==> config.mk <==
export PLATFORM = sky130hd
export DESIGN_NAME = tqp_top
export DESIGN_NICKNAME = d
export VERILOG_FILES = /design/src/tqp_pkg.sv /design/src/tqp_buzzer.sv /design/src/tqp_top.sv
export SDC_FILE = /design/constraint.sdc
export NUM_CORES = 2
export LEC_CHECK = 0
export ABC_AREA = 1
export BUFFER_PORTS_ARGS = -buffer_cell sky130_fd_sc_hd__clkbuf_2
export CORE_UTILIZATION = 35
export CTS_BUF_LIST = sky130_fd_sc_hd__clkbuf_4
export CTS_CLUSTER_SIZE = 20
export DETAILED_ROUTE_END_ITERATION = 10
export HOLD_SLACK_MARGIN = 0.05
export SYNTH_ARGS = -nofsm -noshare
export SYNTH_HDL_FRONTEND = slang
export SYNTH_SLANG_ARGS = --single-unit
==> constraint.sdc <==
create_clock -name sys_clk -period 12.3 [get_ports sys_clk]
set_input_delay 0.615 -clock sys_clk [delete_from_list [all_inputs] [get_ports sys_clk]]
set_output_delay 0.615 -clock sys_clk [all_outputs]
set_load 0.03 [all_outputs]
==> src/tqp_pkg.sv <==
// Shared constants and types of the touch post-qualification block.
package tqp_pkg;

  localparam int          CLK_HZ        = 100_000_000;
  localparam int          MS_CYCLES     = CLK_HZ / 1000;
  localparam int          DW            = 16;

  // Register byte offsets on the Avalon-MM slave.
  localparam logic [5:0]  ADDR_CTRL     = 6'h00;
  localparam logic [5:0]  ADDR_TIMEOUT  = 6'h04;
  localparam logic [5:0]  ADDR_BZ_HALF  = 6'h08;
  localparam logic [5:0]  ADDR_BZ_DUR   = 6'h0C;
  localparam logic [5:0]  ADDR_PX_THR   = 6'h10;
  localparam logic [5:0]  ADDR_SCAN_EN  = 6'h14;
  localparam logic [5:0]  ADDR_STATUS   = 6'h18;
  localparam logic [5:0]  ADDR_FAIL     = 6'h1C;
  localparam logic [5:0]  ADDR_TDELTA0  = 6'h20;

  // Control register field positions.
  localparam int          CTRL_TO_EN    = 0;
  localparam int          CTRL_MX_EN    = 1;
  localparam int          CTRL_BZ_EN    = 2;
  localparam int          CTRL_ST_EN    = 3;
  localparam int          CTRL_POL_HI   = 4;
  localparam int          CTRL_BZ_OD    = 5;
  localparam int          CTRL_PX_EN    = 6;
  localparam int          CTRL_PX_IDX   = 8;
  localparam int          CTRL_START    = 16;

  // Status and fail register field positions.
  localparam int          STAT_ACT      = 8;
  localparam int          STAT_PROX     = 16;
  localparam int          STAT_PIN      = 17;
  localparam int          STAT_RUN      = 18;
  localparam int          STAT_TEST     = 19;
  localparam int          FAIL_FAST     = 8;

  // Reset values.
  localparam logic [15:0] RST_TO_MS     = 16'h03E8;
  localparam logic [15:0] RST_BZ_DUR    = 16'h0064;
  localparam logic [15:0] RST_PX_THR    = 16'h0100;

  // Buzzer frequency range and derived half-period limits in cycles.
  localparam int          BZ_FMIN_HZ    = 1000;
  localparam int          BZ_FMAX_HZ    = 4000;
  localparam logic [15:0] BZ_HALF_MAX   = 16'(CLK_HZ / (2 * BZ_FMIN_HZ));
  localparam logic [15:0] BZ_HALF_MIN   = 16'(CLK_HZ / (2 * BZ_FMAX_HZ));

  // Self-test error signalling: toggle rate and total time.
  localparam int          ST_RATE_HZ    = 2;
  localparam int          ST_TOTAL_MS   = 2000;
  localparam logic [15:0] ST_HALF_MS    = 16'(1000 / (2 * ST_RATE_HZ));
  localparam logic [3:0]  ST_TOGGLES    = 4'(ST_TOTAL_MS / (1000 / (2 * ST_RATE_HZ)));

  typedef enum {PH_IDLE, PH_TEST, PH_ERR, PH_RUN} tqp_phase_t;

endpackage

==> src/tqp_buzzer.sv <==
// Square-wave buzzer generator with duration limit and early stop.
`timescale 1ns/1ps
module tqp_buzzer (
  input  wire logic        sys_clk,
  input  wire logic        reset_n,
  input  wire logic        ms_tick,
  input  wire logic        start,
  input  wire logic        stop,
  input  wire logic [15:0] half_cycles,
  input  wire logic [15:0] dur_ms,
  output logic             wave,
  output logic             active
);
  import tqp_pkg::*;

  typedef struct packed {
    logic        active;
    logic        wave;
    logic [15:0] half_cnt;
    logic [15:0] ms;
  } tqp_buz_t;

  tqp_buz_t st;
  tqp_buz_t next_st;

  always_comb
  begin
    next_st = st;
    if (start)
    begin
      next_st.active   = 1'b1;
      next_st.wave     = 1'b1;
      next_st.half_cnt = 16'h0000;
      next_st.ms       = 16'h0000;
    end
    else if (st.active)
    begin
      if (stop || st.ms >= dur_ms)
      begin
        next_st.active = 1'b0;
        next_st.wave   = 1'b0;
      end
      else
      begin
        if (st.half_cnt >= half_cycles - 16'h0001)
        begin
          next_st.half_cnt = 16'h0000;
          next_st.wave     = ~st.wave;
        end
        else
          next_st.half_cnt = st.half_cnt + 16'h0001;
        if (ms_tick)
          next_st.ms = st.ms + 16'h0001;
      end
    end
  end

  always_ff @(posedge sys_clk)
  begin
    if (!reset_n)
      st <= '0;
    else
      st <= next_st;
  end

  assign wave   = st.wave;
  assign active = st.active;
endmodule

==> src/tqp_top.sv <==
// Touch post-qualifier: proximity, time-out, buzzer, mutual exclusion, self-test.
`timescale 1ns/1ps

// Summary of operation
// - The proximity input is excluded from touch qualification and its thresholds.
// - Proximity state never affects grouping, buzzer, time-out timers or sliders.
// - Proximity detects when its delta reaches the threshold; lower means more range.
// - With time-out enabled each input times its active touch independently.
// - A touch lasting past the time-out is forced to release while still touched.
// - Forced release writes baseline plus configured touch delta for that input.
// - After a forced release the baseline tracks the negative delta downward fast.
// - One global time-out duration applies to every input.
// - With exclusion on, only the externally reported touch runs its timer.
// - With buzzer on, any input newly reported as touched starts the square wave.
// - Buzzer stops when its duration ends or no input is left reported.
// - Buzzer frequency is limited to the range from 1 kHz to 4 kHz.
// - Buzzer pin works as push-pull or as open-drain by configuration.
// - Under exclusion at most one input reported; first stays until released.
// - Simultaneous touches under exclusion report the one with largest delta.
// - When the reported input releases, report the release, then the remaining touch.
// - Among several remaining touches the highest index is reported next.
// - Self-test checks enabled inputs for shorts and opens before scanning starts.
// - Failing sensors are disabled; scanning runs only on inputs left enabled.
// - Self-test errors toggle the buzzer pin at 2 Hz for two seconds.
// - Each input drives its own output pin active on touch, inactive on release.
// - One global setting selects active-high or active-low for all output pins.
module tqp_top #(
  parameter int N         = 7,
  parameter int MS_CYCLES = tqp_pkg::MS_CYCLES
) (
  input  wire logic                      sys_clk,
  input  wire logic                      reset_n,
  input  wire logic [5:0]                avs_address,
  input  wire logic                      avs_read,
  input  wire logic                      avs_write,
  input  wire logic [31:0]               avs_writedata,
  output logic      [31:0]               avs_readdata,
  output logic                           avs_waitrequest,
  input  wire logic [N-1:0]              qual_touch,
  input  wire logic [N-1:0]              qual_release,
  input  wire logic [N*tqp_pkg::DW-1:0]  touch_delta,
  input  wire logic [N*tqp_pkg::DW-1:0]  baseline,
  input  wire logic [tqp_pkg::DW-1:0]    prox_delta,
  input  wire logic                      selftest_done,
  input  wire logic [N-1:0]              selftest_fault,
  output logic      [N-1:0]              touch_output,
  output logic                           buzzer_o,
  output logic                           buzzer_oe,
  output logic                           force_wr,
  output logic      [2:0]                force_idx,
  output logic      [tqp_pkg::DW-1:0]    force_baseline,
  output logic      [N-1:0]              fast_track,
  output logic                           prox_detect,
  output logic                           scan_run,
  output logic      [N-1:0]              scan_enable
);
  import tqp_pkg::*;

  if (N < 1 || N > 8 || MS_CYCLES < 1)
  begin : g_check
    $error("tqp_top: N must be 1 to 8 and MS_CYCLES at least 1");
  end

  typedef struct packed {
    tqp_phase_t            phase;
    logic                  ack;
    logic [31:0]           rdata;
    logic                  to_en, mx_en, bz_en, st_en, pol_hi, bz_od, px_en;
    logic [2:0]            px_idx;
    logic [15:0]           to_ms, bz_half, bz_dur, px_thr;
    logic [N-1:0]          scan_cfg, fail, act, rep, out, fast;
    logic [N-1:0][DW-1:0]  tdelta, tmr;
    logic                  force_wr;
    logic [2:0]            force_idx;
    logic [DW-1:0]         force_val;
    logic                  prox_det, pin, st_wave, start;
    logic [15:0]           st_ms;
    logic [3:0]            st_tog;
    logic [31:0]           ms_cnt;
  } tqp_state_t;

  tqp_state_t    st;
  tqp_state_t    next_st;
  logic          ms_tick;
  logic          bz_start;
  logic          bz_stop;
  logic          bz_wave;
  logic [N-1:0]  px_mask;
  logic [N-1:0]  en_mask;
  logic [N-1:0]  evt_touch;
  logic [N-1:0]  cnt_on;
  logic          run;

  assign ms_tick  = (st.ms_cnt == 32'(MS_CYCLES - 1));
  assign run      = (st.phase == PH_RUN);
  assign bz_stop  = ~|st.rep;

  for (genvar i = 0; i < N; i++)
  begin : g_in
    assign px_mask[i] = st.px_en && (st.px_idx == 3'(i));
    assign cnt_on[i]  = st.to_en && (st.mx_en ? st.rep[i] : st.act[i]);
  end

  assign en_mask   = st.scan_cfg & ~st.fail & ~px_mask;
  assign evt_touch = qual_touch & en_mask;

  always_comb
  begin
    logic          found;
    logic          forced;
    logic [DW-1:0] best;
    int            pick;
    next_st          = st;
    found            = 1'b0;
    forced           = 1'b0;
    best             = '0;
    pick             = 0;
    next_st.force_wr = 1'b0;
    next_st.start    = 1'b0;
    next_st.ms_cnt   = ms_tick ? 32'h0000_0000 : st.ms_cnt + 32'h0000_0001;

    // One wait state per access: read data is latched, writes land on the ack edge.
    next_st.ack   = (avs_read || avs_write) && !st.ack;
    next_st.rdata = 32'h0000_0000;
    if (avs_read && !st.ack)
    begin
      case (avs_address[5:2])
        ADDR_CTRL[5:2]:
          next_st.rdata = {25'h000_0000, st.px_en, st.bz_od, st.pol_hi, st.st_en,
                           st.bz_en, st.mx_en, st.to_en} | (32'(st.px_idx) << CTRL_PX_IDX);
        ADDR_TIMEOUT[5:2]: next_st.rdata = {16'h0000, st.to_ms};
        ADDR_BZ_HALF[5:2]: next_st.rdata = {16'h0000, st.bz_half};
        ADDR_BZ_DUR[5:2]:  next_st.rdata = {16'h0000, st.bz_dur};
        ADDR_PX_THR[5:2]:  next_st.rdata = {16'h0000, st.px_thr};
        ADDR_SCAN_EN[5:2]: next_st.rdata = 32'(st.scan_cfg);
        ADDR_STATUS[5:2]:
          next_st.rdata = 32'(st.rep) | (32'(st.act) << STAT_ACT)
                        | (32'(st.prox_det) << STAT_PROX) | (32'(st.pin) << STAT_PIN)
                        | (32'(run) << STAT_RUN) | (32'(st.phase == PH_TEST) << STAT_TEST);
        ADDR_FAIL[5:2]:    next_st.rdata = 32'(st.fail) | (32'(st.fast) << FAIL_FAST);
        default:
          if (avs_address[5] && 32'(avs_address[4:2]) < 32'(N))
            next_st.rdata = {16'h0000, st.tdelta[avs_address[4:2]]};
      endcase
    end
    if (avs_write && st.ack)
    begin
      case (avs_address[5:2])
        ADDR_CTRL[5:2]:
        begin
          next_st.to_en  = avs_writedata[CTRL_TO_EN];
          next_st.mx_en  = avs_writedata[CTRL_MX_EN];
          next_st.bz_en  = avs_writedata[CTRL_BZ_EN];
          next_st.st_en  = avs_writedata[CTRL_ST_EN];
          next_st.pol_hi = avs_writedata[CTRL_POL_HI];
          next_st.bz_od  = avs_writedata[CTRL_BZ_OD];
          next_st.px_en  = avs_writedata[CTRL_PX_EN];
          next_st.px_idx = avs_writedata[CTRL_PX_IDX +: 3];
          next_st.start  = avs_writedata[CTRL_START];
        end
        ADDR_TIMEOUT[5:2]: next_st.to_ms = avs_writedata[15:0];
        ADDR_BZ_HALF[5:2]:
          if (avs_writedata[15:0] < BZ_HALF_MIN)
            next_st.bz_half = BZ_HALF_MIN;
          else if (avs_writedata[15:0] > BZ_HALF_MAX)
            next_st.bz_half = BZ_HALF_MAX;
          else
            next_st.bz_half = avs_writedata[15:0];
        ADDR_BZ_DUR[5:2]:  next_st.bz_dur   = avs_writedata[15:0];
        ADDR_PX_THR[5:2]:  next_st.px_thr   = avs_writedata[15:0];
        ADDR_SCAN_EN[5:2]: next_st.scan_cfg = avs_writedata[N-1:0];
        default:
          if (avs_address[5] && 32'(avs_address[4:2]) < 32'(N))
            next_st.tdelta[avs_address[4:2]] = avs_writedata[15:0];
      endcase
    end

    // Start-up sequencing and self-test.
    case (st.phase)
      PH_IDLE:
        if (st.start)
          next_st.phase = st.st_en ? PH_TEST : PH_RUN;
      PH_TEST:
        if (selftest_done)
        begin
          next_st.fail = selftest_fault & st.scan_cfg;
          next_st.st_ms  = 16'h0000;
          next_st.st_tog = 4'h0;
          next_st.phase  = |(selftest_fault & st.scan_cfg) ? PH_ERR : PH_RUN;
        end
      PH_ERR:
        if (ms_tick)
        begin
          if (st.st_ms == ST_HALF_MS - 16'h0001)
          begin
            next_st.st_ms   = 16'h0000;
            next_st.st_wave = ~st.st_wave;
            next_st.st_tog  = st.st_tog + 4'h1;
            if (st.st_tog == ST_TOGGLES - 4'h1)
            begin
              next_st.st_wave = 1'b0;
              next_st.phase   = PH_RUN;
            end
          end
          else
            next_st.st_ms = st.st_ms + 16'h0001;
        end
      PH_RUN: ;
      default: next_st.phase = PH_IDLE;
    endcase

    // Internal qualification state and per-input time-out timers.
    for (int i = 0; i < N; i++)
    begin
      if (!run || qual_release[i])
        next_st.act[i] = 1'b0;
      else if (evt_touch[i])
        next_st.act[i] = 1'b1;
      if (evt_touch[i])
        next_st.fast[i] = 1'b0;
      if (cnt_on[i])
      begin
        if (ms_tick && st.tmr[i] < st.to_ms)
          next_st.tmr[i] = st.tmr[i] + 16'h0001;
      end
      else
        next_st.tmr[i] = '0;
      if (cnt_on[i] && st.tmr[i] >= st.to_ms && !forced)
      begin
        forced              = 1'b1;
        next_st.force_wr    = 1'b1;
        next_st.force_idx   = 3'(i);
        next_st.force_val   = DW'(baseline[i*DW +: DW] + st.tdelta[i]);
        next_st.act[i]      = 1'b0;
        next_st.tmr[i]      = '0;
        next_st.fast[i]     = 1'b1;
      end
    end
    next_st.act = next_st.act & en_mask;

    // Reporting, with the exclusive-group policy when enabled.
    // Entering exclusive mode with several inputs reported drops them all and reselects.
    if (st.mx_en || next_st.mx_en)
    begin
      next_st.rep = $onehot0(st.rep) ? (st.rep & next_st.act) : '0;
      if (st.rep == '0)
      begin
        for (int i = 0; i < N; i++)
          if (evt_touch[i] && next_st.act[i] && (!found || touch_delta[i*DW +: DW] > best))
          begin
            found = 1'b1;
            best  = touch_delta[i*DW +: DW];
            pick  = i;
          end
        if (!found)
          for (int i = 0; i < N; i++)
            if (next_st.act[i])
            begin
              found = 1'b1;
              pick  = i;
            end
        if (found)
          next_st.rep[pick] = 1'b1;
      end
    end
    else
      next_st.rep = next_st.act;
    next_st.out = next_st.pol_hi ? next_st.rep : ~next_st.rep;

    next_st.prox_det = run && st.px_en && (prox_delta >= st.px_thr);
    next_st.pin      = (st.phase == PH_ERR) ? st.st_wave : (st.bz_en && bz_wave);
  end

  assign bz_start = st.bz_en && run && |(next_st.rep & ~st.rep);

  tqp_buzzer u_buzzer (
    .sys_clk     (sys_clk),
    .reset_n     (reset_n),
    .ms_tick     (ms_tick),
    .start       (bz_start),
    .stop        (bz_stop),
    .half_cycles (st.bz_half),
    .dur_ms      (st.bz_dur),
    .wave        (bz_wave),
    .active      ()
  );

  always_ff @(posedge sys_clk)
  begin
    if (!reset_n)
    begin
      st          <= '0;
      st.phase    <= PH_IDLE;
      st.pol_hi   <= 1'b1;
      st.to_ms    <= RST_TO_MS;
      st.bz_half  <= BZ_HALF_MAX;
      st.bz_dur   <= RST_BZ_DUR;
      st.px_thr   <= RST_PX_THR;
      st.scan_cfg <= '1;
      st.out      <= '0;
    end
    else
      st <= next_st;
  end

  assign avs_readdata    = st.rdata;
  assign avs_waitrequest = (avs_read || avs_write) && !st.ack;
  assign touch_output    = st.out;
  assign buzzer_o        = st.bz_od ? 1'b0 : st.pin;
  assign buzzer_oe       = st.bz_od ? ~st.pin : 1'b1;
  assign force_wr        = st.force_wr;
  assign force_idx       = st.force_idx;
  assign force_baseline  = st.force_val;
  assign fast_track      = st.fast;
  assign prox_detect     = st.prox_det;
  assign scan_run        = run;
  assign scan_enable     = en_mask;
endmodule

After elaboration in Yosys (flattened, before gate mapping)
Index checks and enable logic that the tools add are counted.
{ "totals": {"reg_bits": 515, "wordCells": 477, "inputBits": 304, "out_inout_bits": 78} }
{ "op_classes": {"n_lt_le_gt_ge": 31, "add_sub_neg": 26, "bitwise": 33, "muxes": 168, "eq_ne": 27, "reduce_logical": 136} }
{ "op_table": {"columns": ["cell", "count"], "rows": [
  ["$mux W32", 21],
  ["$mux W16", 30],
  ["$mux W20", 9],
  ["$add A16 B1 Y16 const B", 10],
  ["$ge A16 B16 Y1", 10],
  ["$pmux W20 S8", 1],
  ["$pmux W32 S4", 1],
  ["$add A16 B16 Y16", 7],
  ["$bwmux W112", 1],
  ["$lt A16 B16 Y1", 7],
  ["$eq A32 B2 Y1 const B", 3],
  ["$gt A16 B16 Y1", 6],
  ["$mux W1", 89],
  ["$mux W80", 1],
  ["$mux W34", 2],
  ["$eq A32 B3 Y1 const B", 2],
  ["$logic_and A1 B1 Y1", 58],
  ["$and A7 B7 Y7", 7],
  ["$bmux W16 S3", 1],
  ["$demux W16 S3", 1],
  ["$mux W7", 6],
  ["$pmux W20 S2", 1],
  ["$add A32 B1 Y32 const B", 1],
  ["$eq A32 B1 Y1 const B", 1],
  ["other kinds (54)", 145]
]} }

Depth between registers and ports, before layout
{ "depth": {"word_depth": 84, "mapped_depth": 109, "depth_no_buf": 103} }

By module
A second synthesis with hierarchy kept.
{ "unflattened": {"hier_cells": 4677, "area_unflattened_um2": 33414.5} }
{ "by_module_without_submodules": {"columns": ["module", "seq_area_each_um2", "instances", "cells_each", "area_per_inst_um2"], "rows": [
  ["tqp_top", 8788.4, 1, 4235, 30411.7],
  ["tqp_buzzer", 680.7, 1, 442, 3002.9]
]} }

Worst setup path before layout
Ideal clock, no wire load.
{ "synth_timing": {"kind": "flip-flop to flip-flop", "startpoint": "register st[405] (netlist bit)", "endpoint": "register u_buzzer.st[31] (netlist bit)", "stages_incl_launch_ff": 98, "setup_ns": 0.112, "arrival_ns": 11.357, "synth_period_minus_slack_ns": 11.470, "required_time_ns": 12.188, "path_slack_ns": 0.830, "path_buffers": 7, "path_cell_list": "dfxtp_1 -> inv_1 -> ha_1 -> nand2_1 -> nor2_2 -> nand2_1 -> nor2_2 -> a21oi_2 -> nand3_2 -> nand2_4 -> nand2_2 -> inv_2 -> nand2_4 -> inv_1 -> buf_1 -> nand2_1 -> ha_1 -> a21oi_1 -> (+62 left out) -> nand2_1 -> nand2_2 -> nand2_1 -> nand2_1 -> nand2_1 -> nand2_1 -> nand2_1 -> nand2_1 -> nand3_1 -> o21bai_1 -> nand2_1 -> nand2_1 -> nor2_1 -> nand2_1 -> nand2_2 -> nand2_4 -> buf_8 -> nor2_1"} }
{ "synth_via": {"elab_chain_cells": 64, "word_cells_on_any_way": 151, "classes_between": "order compare (15); mux (84); bitwise (4); reduce/logical (48)"} }
{ "synth_rtl": {"columns": ["element", "line_no", "source"], "rows": [
  ["from (decl)", "tqp_top.sv:82", "tqp_state_t st;"],
  ["from (signal assigned)", "tqp_top.sv:303", "st <= next_st;"],
  ["$ge A16 B16 Y1", "tqp_top.sv:228", "if (cnt_on[i] && st.tmr[i] >= st.to_ms && !forced)"],
  ["$logic_and A1 B1 Y1", "tqp_top.sv:228", null],
  ["$mux W1", "tqp_top.sv:228", null],
  ["$and A7 B7 Y7 (*)", "tqp_top.sv:239", "next_st.act = next_st.act & en_mask;"],
  ["$logic_and A1 B1 Y1", "tqp_top.sv:249", "if (evt_touch[i] && next_st.act[i] && (!found || touch_delta[i*DW +: DW] > best))"],
  ["$mux W16 or $mux W1 (tied branches)", "tqp_top.sv:249", null],
  ["$mux W16 or $mux W1 (tied branches)", "tqp_top.sv:246", "if (st.rep == '0)"],
  ["$mux W16 or $mux W1 (tied branches)", "tqp_top.sv:243", "if (st.mx_en || next_st.mx_en)"],
  ["(+48 left out)", null, null],
  ["$or A7 B7 Y7 (no source line)", null, null],
  ["$mux W7", "tqp_top.sv:262", "if (found)"],
  ["$mux W7", "tqp_top.sv:246", null],
  ["$mux W7 (*)", "tqp_top.sv:243", null],
  ["$and A7 B7 Y7 (*)", "tqp_top.sv:274", "assign bz_start = st.bz_en && run && |(next_st.rep & ~st.rep);"],
  ["$reduce_or A7 Y1 (*)", "tqp_top.sv:274", null],
  ["$logic_and A1 B1 Y1 (*)", "tqp_top.sv:274", null],
  ["$reduce_or A2 Y1 (no source line) (*)", null, null],
  ["to (signal assigned)", "tqp_buzzer.sv:63", "st <= next_st;"],
  ["to (decl)", "tqp_buzzer.sv:23", "tqp_buz_t st;"]
]} }
Every way passes the cells marked *; elsewhere a longest branch is shown, timed or not. The select of a mux whose other input is x is not followed.
A chain may end at the register's enable or synchronous reset.

Worst setup path in the final report
{ "layout_timing": {"startpoint": "register st[402] (netlist bit)", "endpoint": "register u_buzzer.st[3] (netlist bit)"} }
Same word-level chain as after synthesis.

==> out/results.tsv <==
stage	metric	value	unit
run_status	outcome	finished, violations left	
run_status	failing checks	setup timing	
floorplan	starting density of the core	35.4	%
synthesis	ys flop type	dfxtp_1	
grt	vias in the first global route	31500	
sta	Max Clk Rate	0.0812	GHz
synthesis	top-area cell type share of the netlist area	28.7	%
clocking	clock transition at the registers of the reported paths	0.06	ns
sta	RSZ-0062 raised after global routing	yes	
job	max-cap viol count	0	
sta	max-slew violation count	0	
sta	final period utilization	100	%
floorplan	Core Area	93300	sq um
synthesis	top cells by area, synth	dfxtp_1 (29%), ha_1 (14%), nand2_1 (8.6%)	
synthesis	Yosys warning count	0	
sta	worst slew pin tran	1.21	ns
critical_path	Data arrival, critical path	13.19	ns
min_path	HP Class	in -> reg	
synthesis	most instantiated cells after synthesis	nand2_1 (760), inv_1 (562), a21oi_1 (547)	
floorplan	io pins	382	
layout	multi-input logic area	21600	sq um
sta	final worst setup slack	-0.0217	ns
critical_path	CP Launch Type	register	
clocking	CTS sink count	473	
sta	clk_skew	0.0750	ns
layout	Total Nets Final	5887	
pwr	Tot Pwr	0.00369	W
critical_path	reg2reg path depth	96	
placed_design	Worst Setup Slack post-DPL	-0.473	ns
layout	fraction of layout cells with a size suffix above 1	19.5	%
grt	initial antenna violation count	8	
critical_path	Reg2Reg Capture Point	u_buzzer.st[3]	
clocking	worst-case clock buffer depth	3	
critical_path	CP Max Fanout	10	
drt	WL/cell	19.1	microns
floorplan	die area	95600	sq um
synthesis	Cell variety after synth	74	
layout	P&R area growth vs syn	22.0	%
critical_path	R2R Path Start	st[402]	
synthesis	sequential share of the synthesized area	28.7	%
synthesis	Syn Inst Count	4693	
drt	antenna-violating nets left	0	
layout	register area	9480	sq um
critical_path	crit path launch	st[402]	
grt	global-route wire length before repair	182000	microns
clocking	TritonCTS clock tree	yes	
clocking	Root Driver	clkbuf_4	
sta	fin crit period	12.32	ns
clocking	H-tree levels	4	
critical_path	slowest cell delay on critical path	0.35	ns
synthesis	Mean Syn Cell Area	7.04	sq um
floorplan	Die X	309	microns
drt	via density per instance	5.31	
drt	total number of vias	34800	
critical_path	Worst path most repeated cell	nand2_1	
critical_path	critical path class	reg -> reg	
layout	Finished Layout Cells	6552	
sta	Worst slew margin	18.6	%
clocking	clk_lat worst skew	1.00	ns
pwr	peak supply drop	63.0	uV
pwr	leak pwr	18.2	nW
synthesis	post-synthesis cell area	33000	sq um
critical_path	setup slack, reg-to-reg	-0.02	ns
pwr	Power Dens Cells	91.6	nW/um^2
critical_path	critical path capture point	u_buzzer.st[3]	
critical_path	Worst setup EP type	register	
drt	routed wire length	125000	microns
synthesis	flops & latches, synth	473	
critical_path	CP required	13.17	ns
grt	total track usage	24.9	%
critical_path	Slowest-stage cell, CP	dfxtp_1	
floorplan	Die Ht	309	microns
placed_design	Final Wtd Congestion	0.993	
drt	DRT Pass-1 Iters	6	
drt	DRC	0	
synthesis	most numerous cell in the Yosys netlist	nand2_1	
sta	Final Setup Violations	26	
layout	Fillers	9680	
placed_design	placed wire-length estimate	95100	microns
drt	DRT iter0 DRCs	3164	
sta	final hold vios	0	
grt	largest net degree at the start of global routing	82	
placed_design	IO buf count	352	
placed_design	cell total after placement	6224	
synthesis	Synth area leader	dfxtp_1	
synthesis	number of flops mapped to enable cells by yosys	0	
floorplan	num rows	112	
grt	gr ovfl total	0	
synthesis	async set-reset flop share out of synthesis	0	%
clocking	TritonCTS Buffers	142	
where the power goes:
| part | total (W) | internal, W | switching (W) |
|---|---|---|---|
| sequential | 0.00157 | 0.00155 | 0.0000200 |
| combinational | 0.000582 | 0.000205 | 0.000377 |
| clock | 0.00153 | 0.000784 | 0.000751 |
| total | 0.00369 | 0.00254 | 0.00115 |
worst max-delay path: cells and delay by family, from the launching register on:
family,cells,cell delay [ns]
flops,1,0.35
compound gates,16,2.18
buf+inv,15,2.01
fa+ha+maj,7,1.82
simple gates,58,5.77
logic make-up after synthesis:
kind of cell	after synthesis	synth area share, %
AND/OR/NAND/NOR	1683	22.4
AO/OA/AOI/OAI	1259	21.3
other	1	0.0114
multiplexers	1	0.0303
adder cells (fa/ha/maj)	391	15.1
flip-flops	473	28.7
XOR/XNOR	106	2.81
buffers and inverters	779	9.69
through the flow:
step	TNS (ns)	hold WS, ns	utilization, %	cell area [sq um]
finish	-0.209	0.124	43.2	40300
global route	-25.59	0.103	43.2	40300
CTS	0	0.0510	41.3	38500
detailed placement	-15.89	0.441	38.9	36300
global placement	-13.05	0.433	38.9	36300
floorplan	0	0.418	-	33100
worst min-delay path by stage:
stage | slack (ns) | endpoint | depth (start not counted) | start
final | 0.12 | st[34] | 4 | selftest_done
after global routing | 0.10 | st[326] | 6 | qual_release[5]
after CTS | 0.05 | st[34] | 4 | selftest_done
after detailed placement | 0.44 | st[0] | 1 | st[0]
after global placement | 0.43 | st[0] | 1 | st[0]
after floorplan | 0.42 | st[0] | 1 | st[0]
state kept, by name, summed over array words and instances (netlist names):
signal and cells:
st 384, u_buzzer.st 32, avs_readdata 20, force_baseline 16, fast_track 7, touch_output 7
force_idx 3, force_wr 1, prox_detect 1, u_buzzer.active 1, u_buzzer.wave 1
routing by layer:
metal	share of wire [%]	global-route usage [%]	up-vias
met5	0.052	0	-
met4	3.9	10.1	10
met3	9.1	5.97	272
met2	45	39.8	1405
met1	42	32.0	16000
li1	-	-	17000
cells in the final DEF (no fill, tap or decap), types with 36 or more instances in the layout:
| master | instances |
|---|---|
| nand2_1 | 704 |
| inv_1 | 547 |
| a21oi_1 | 534 |
| dfxtp_1 | 462 |
| nor2_1 | 443 |
| o21ai_0 | 366 |
| clkbuf_2 | 351 |
| ha_1 | 346 |
| clkbuf_4 | 197 |
| nand3_1 | 126 |
| buf_4 | 118 |
| nor3_1 | 87 |
| xor2_1 | 81 |
| nand4_1 | 77 |
| clkinv_1 | 44 |
| nand2_2 | 41 |
| a221oi_1 | 39 |
| or2_2 | 36 |
layout make-up:
cell class	instances	area share, %
diodes	8	0.0497
multi-input cells	3452	53.7
repair buffers	534	8.98
well taps	1254	3.89
inverters	589	5.51
flip-flops and latches	473	23.5
clock buffers	197	3.67
clock inverters	45	0.680
what timing repair did:
action,4_1_cts,5_1_grt
cloned,2,16
pin swaps,9,99
endpoints found under the setup margin,42,48
hold endpoints to repair,79,0
buffers inserted,5,23
resized for setup,41,302
hold buffers,33,0
No activity file was read; power rests on OpenSTA's default activity.
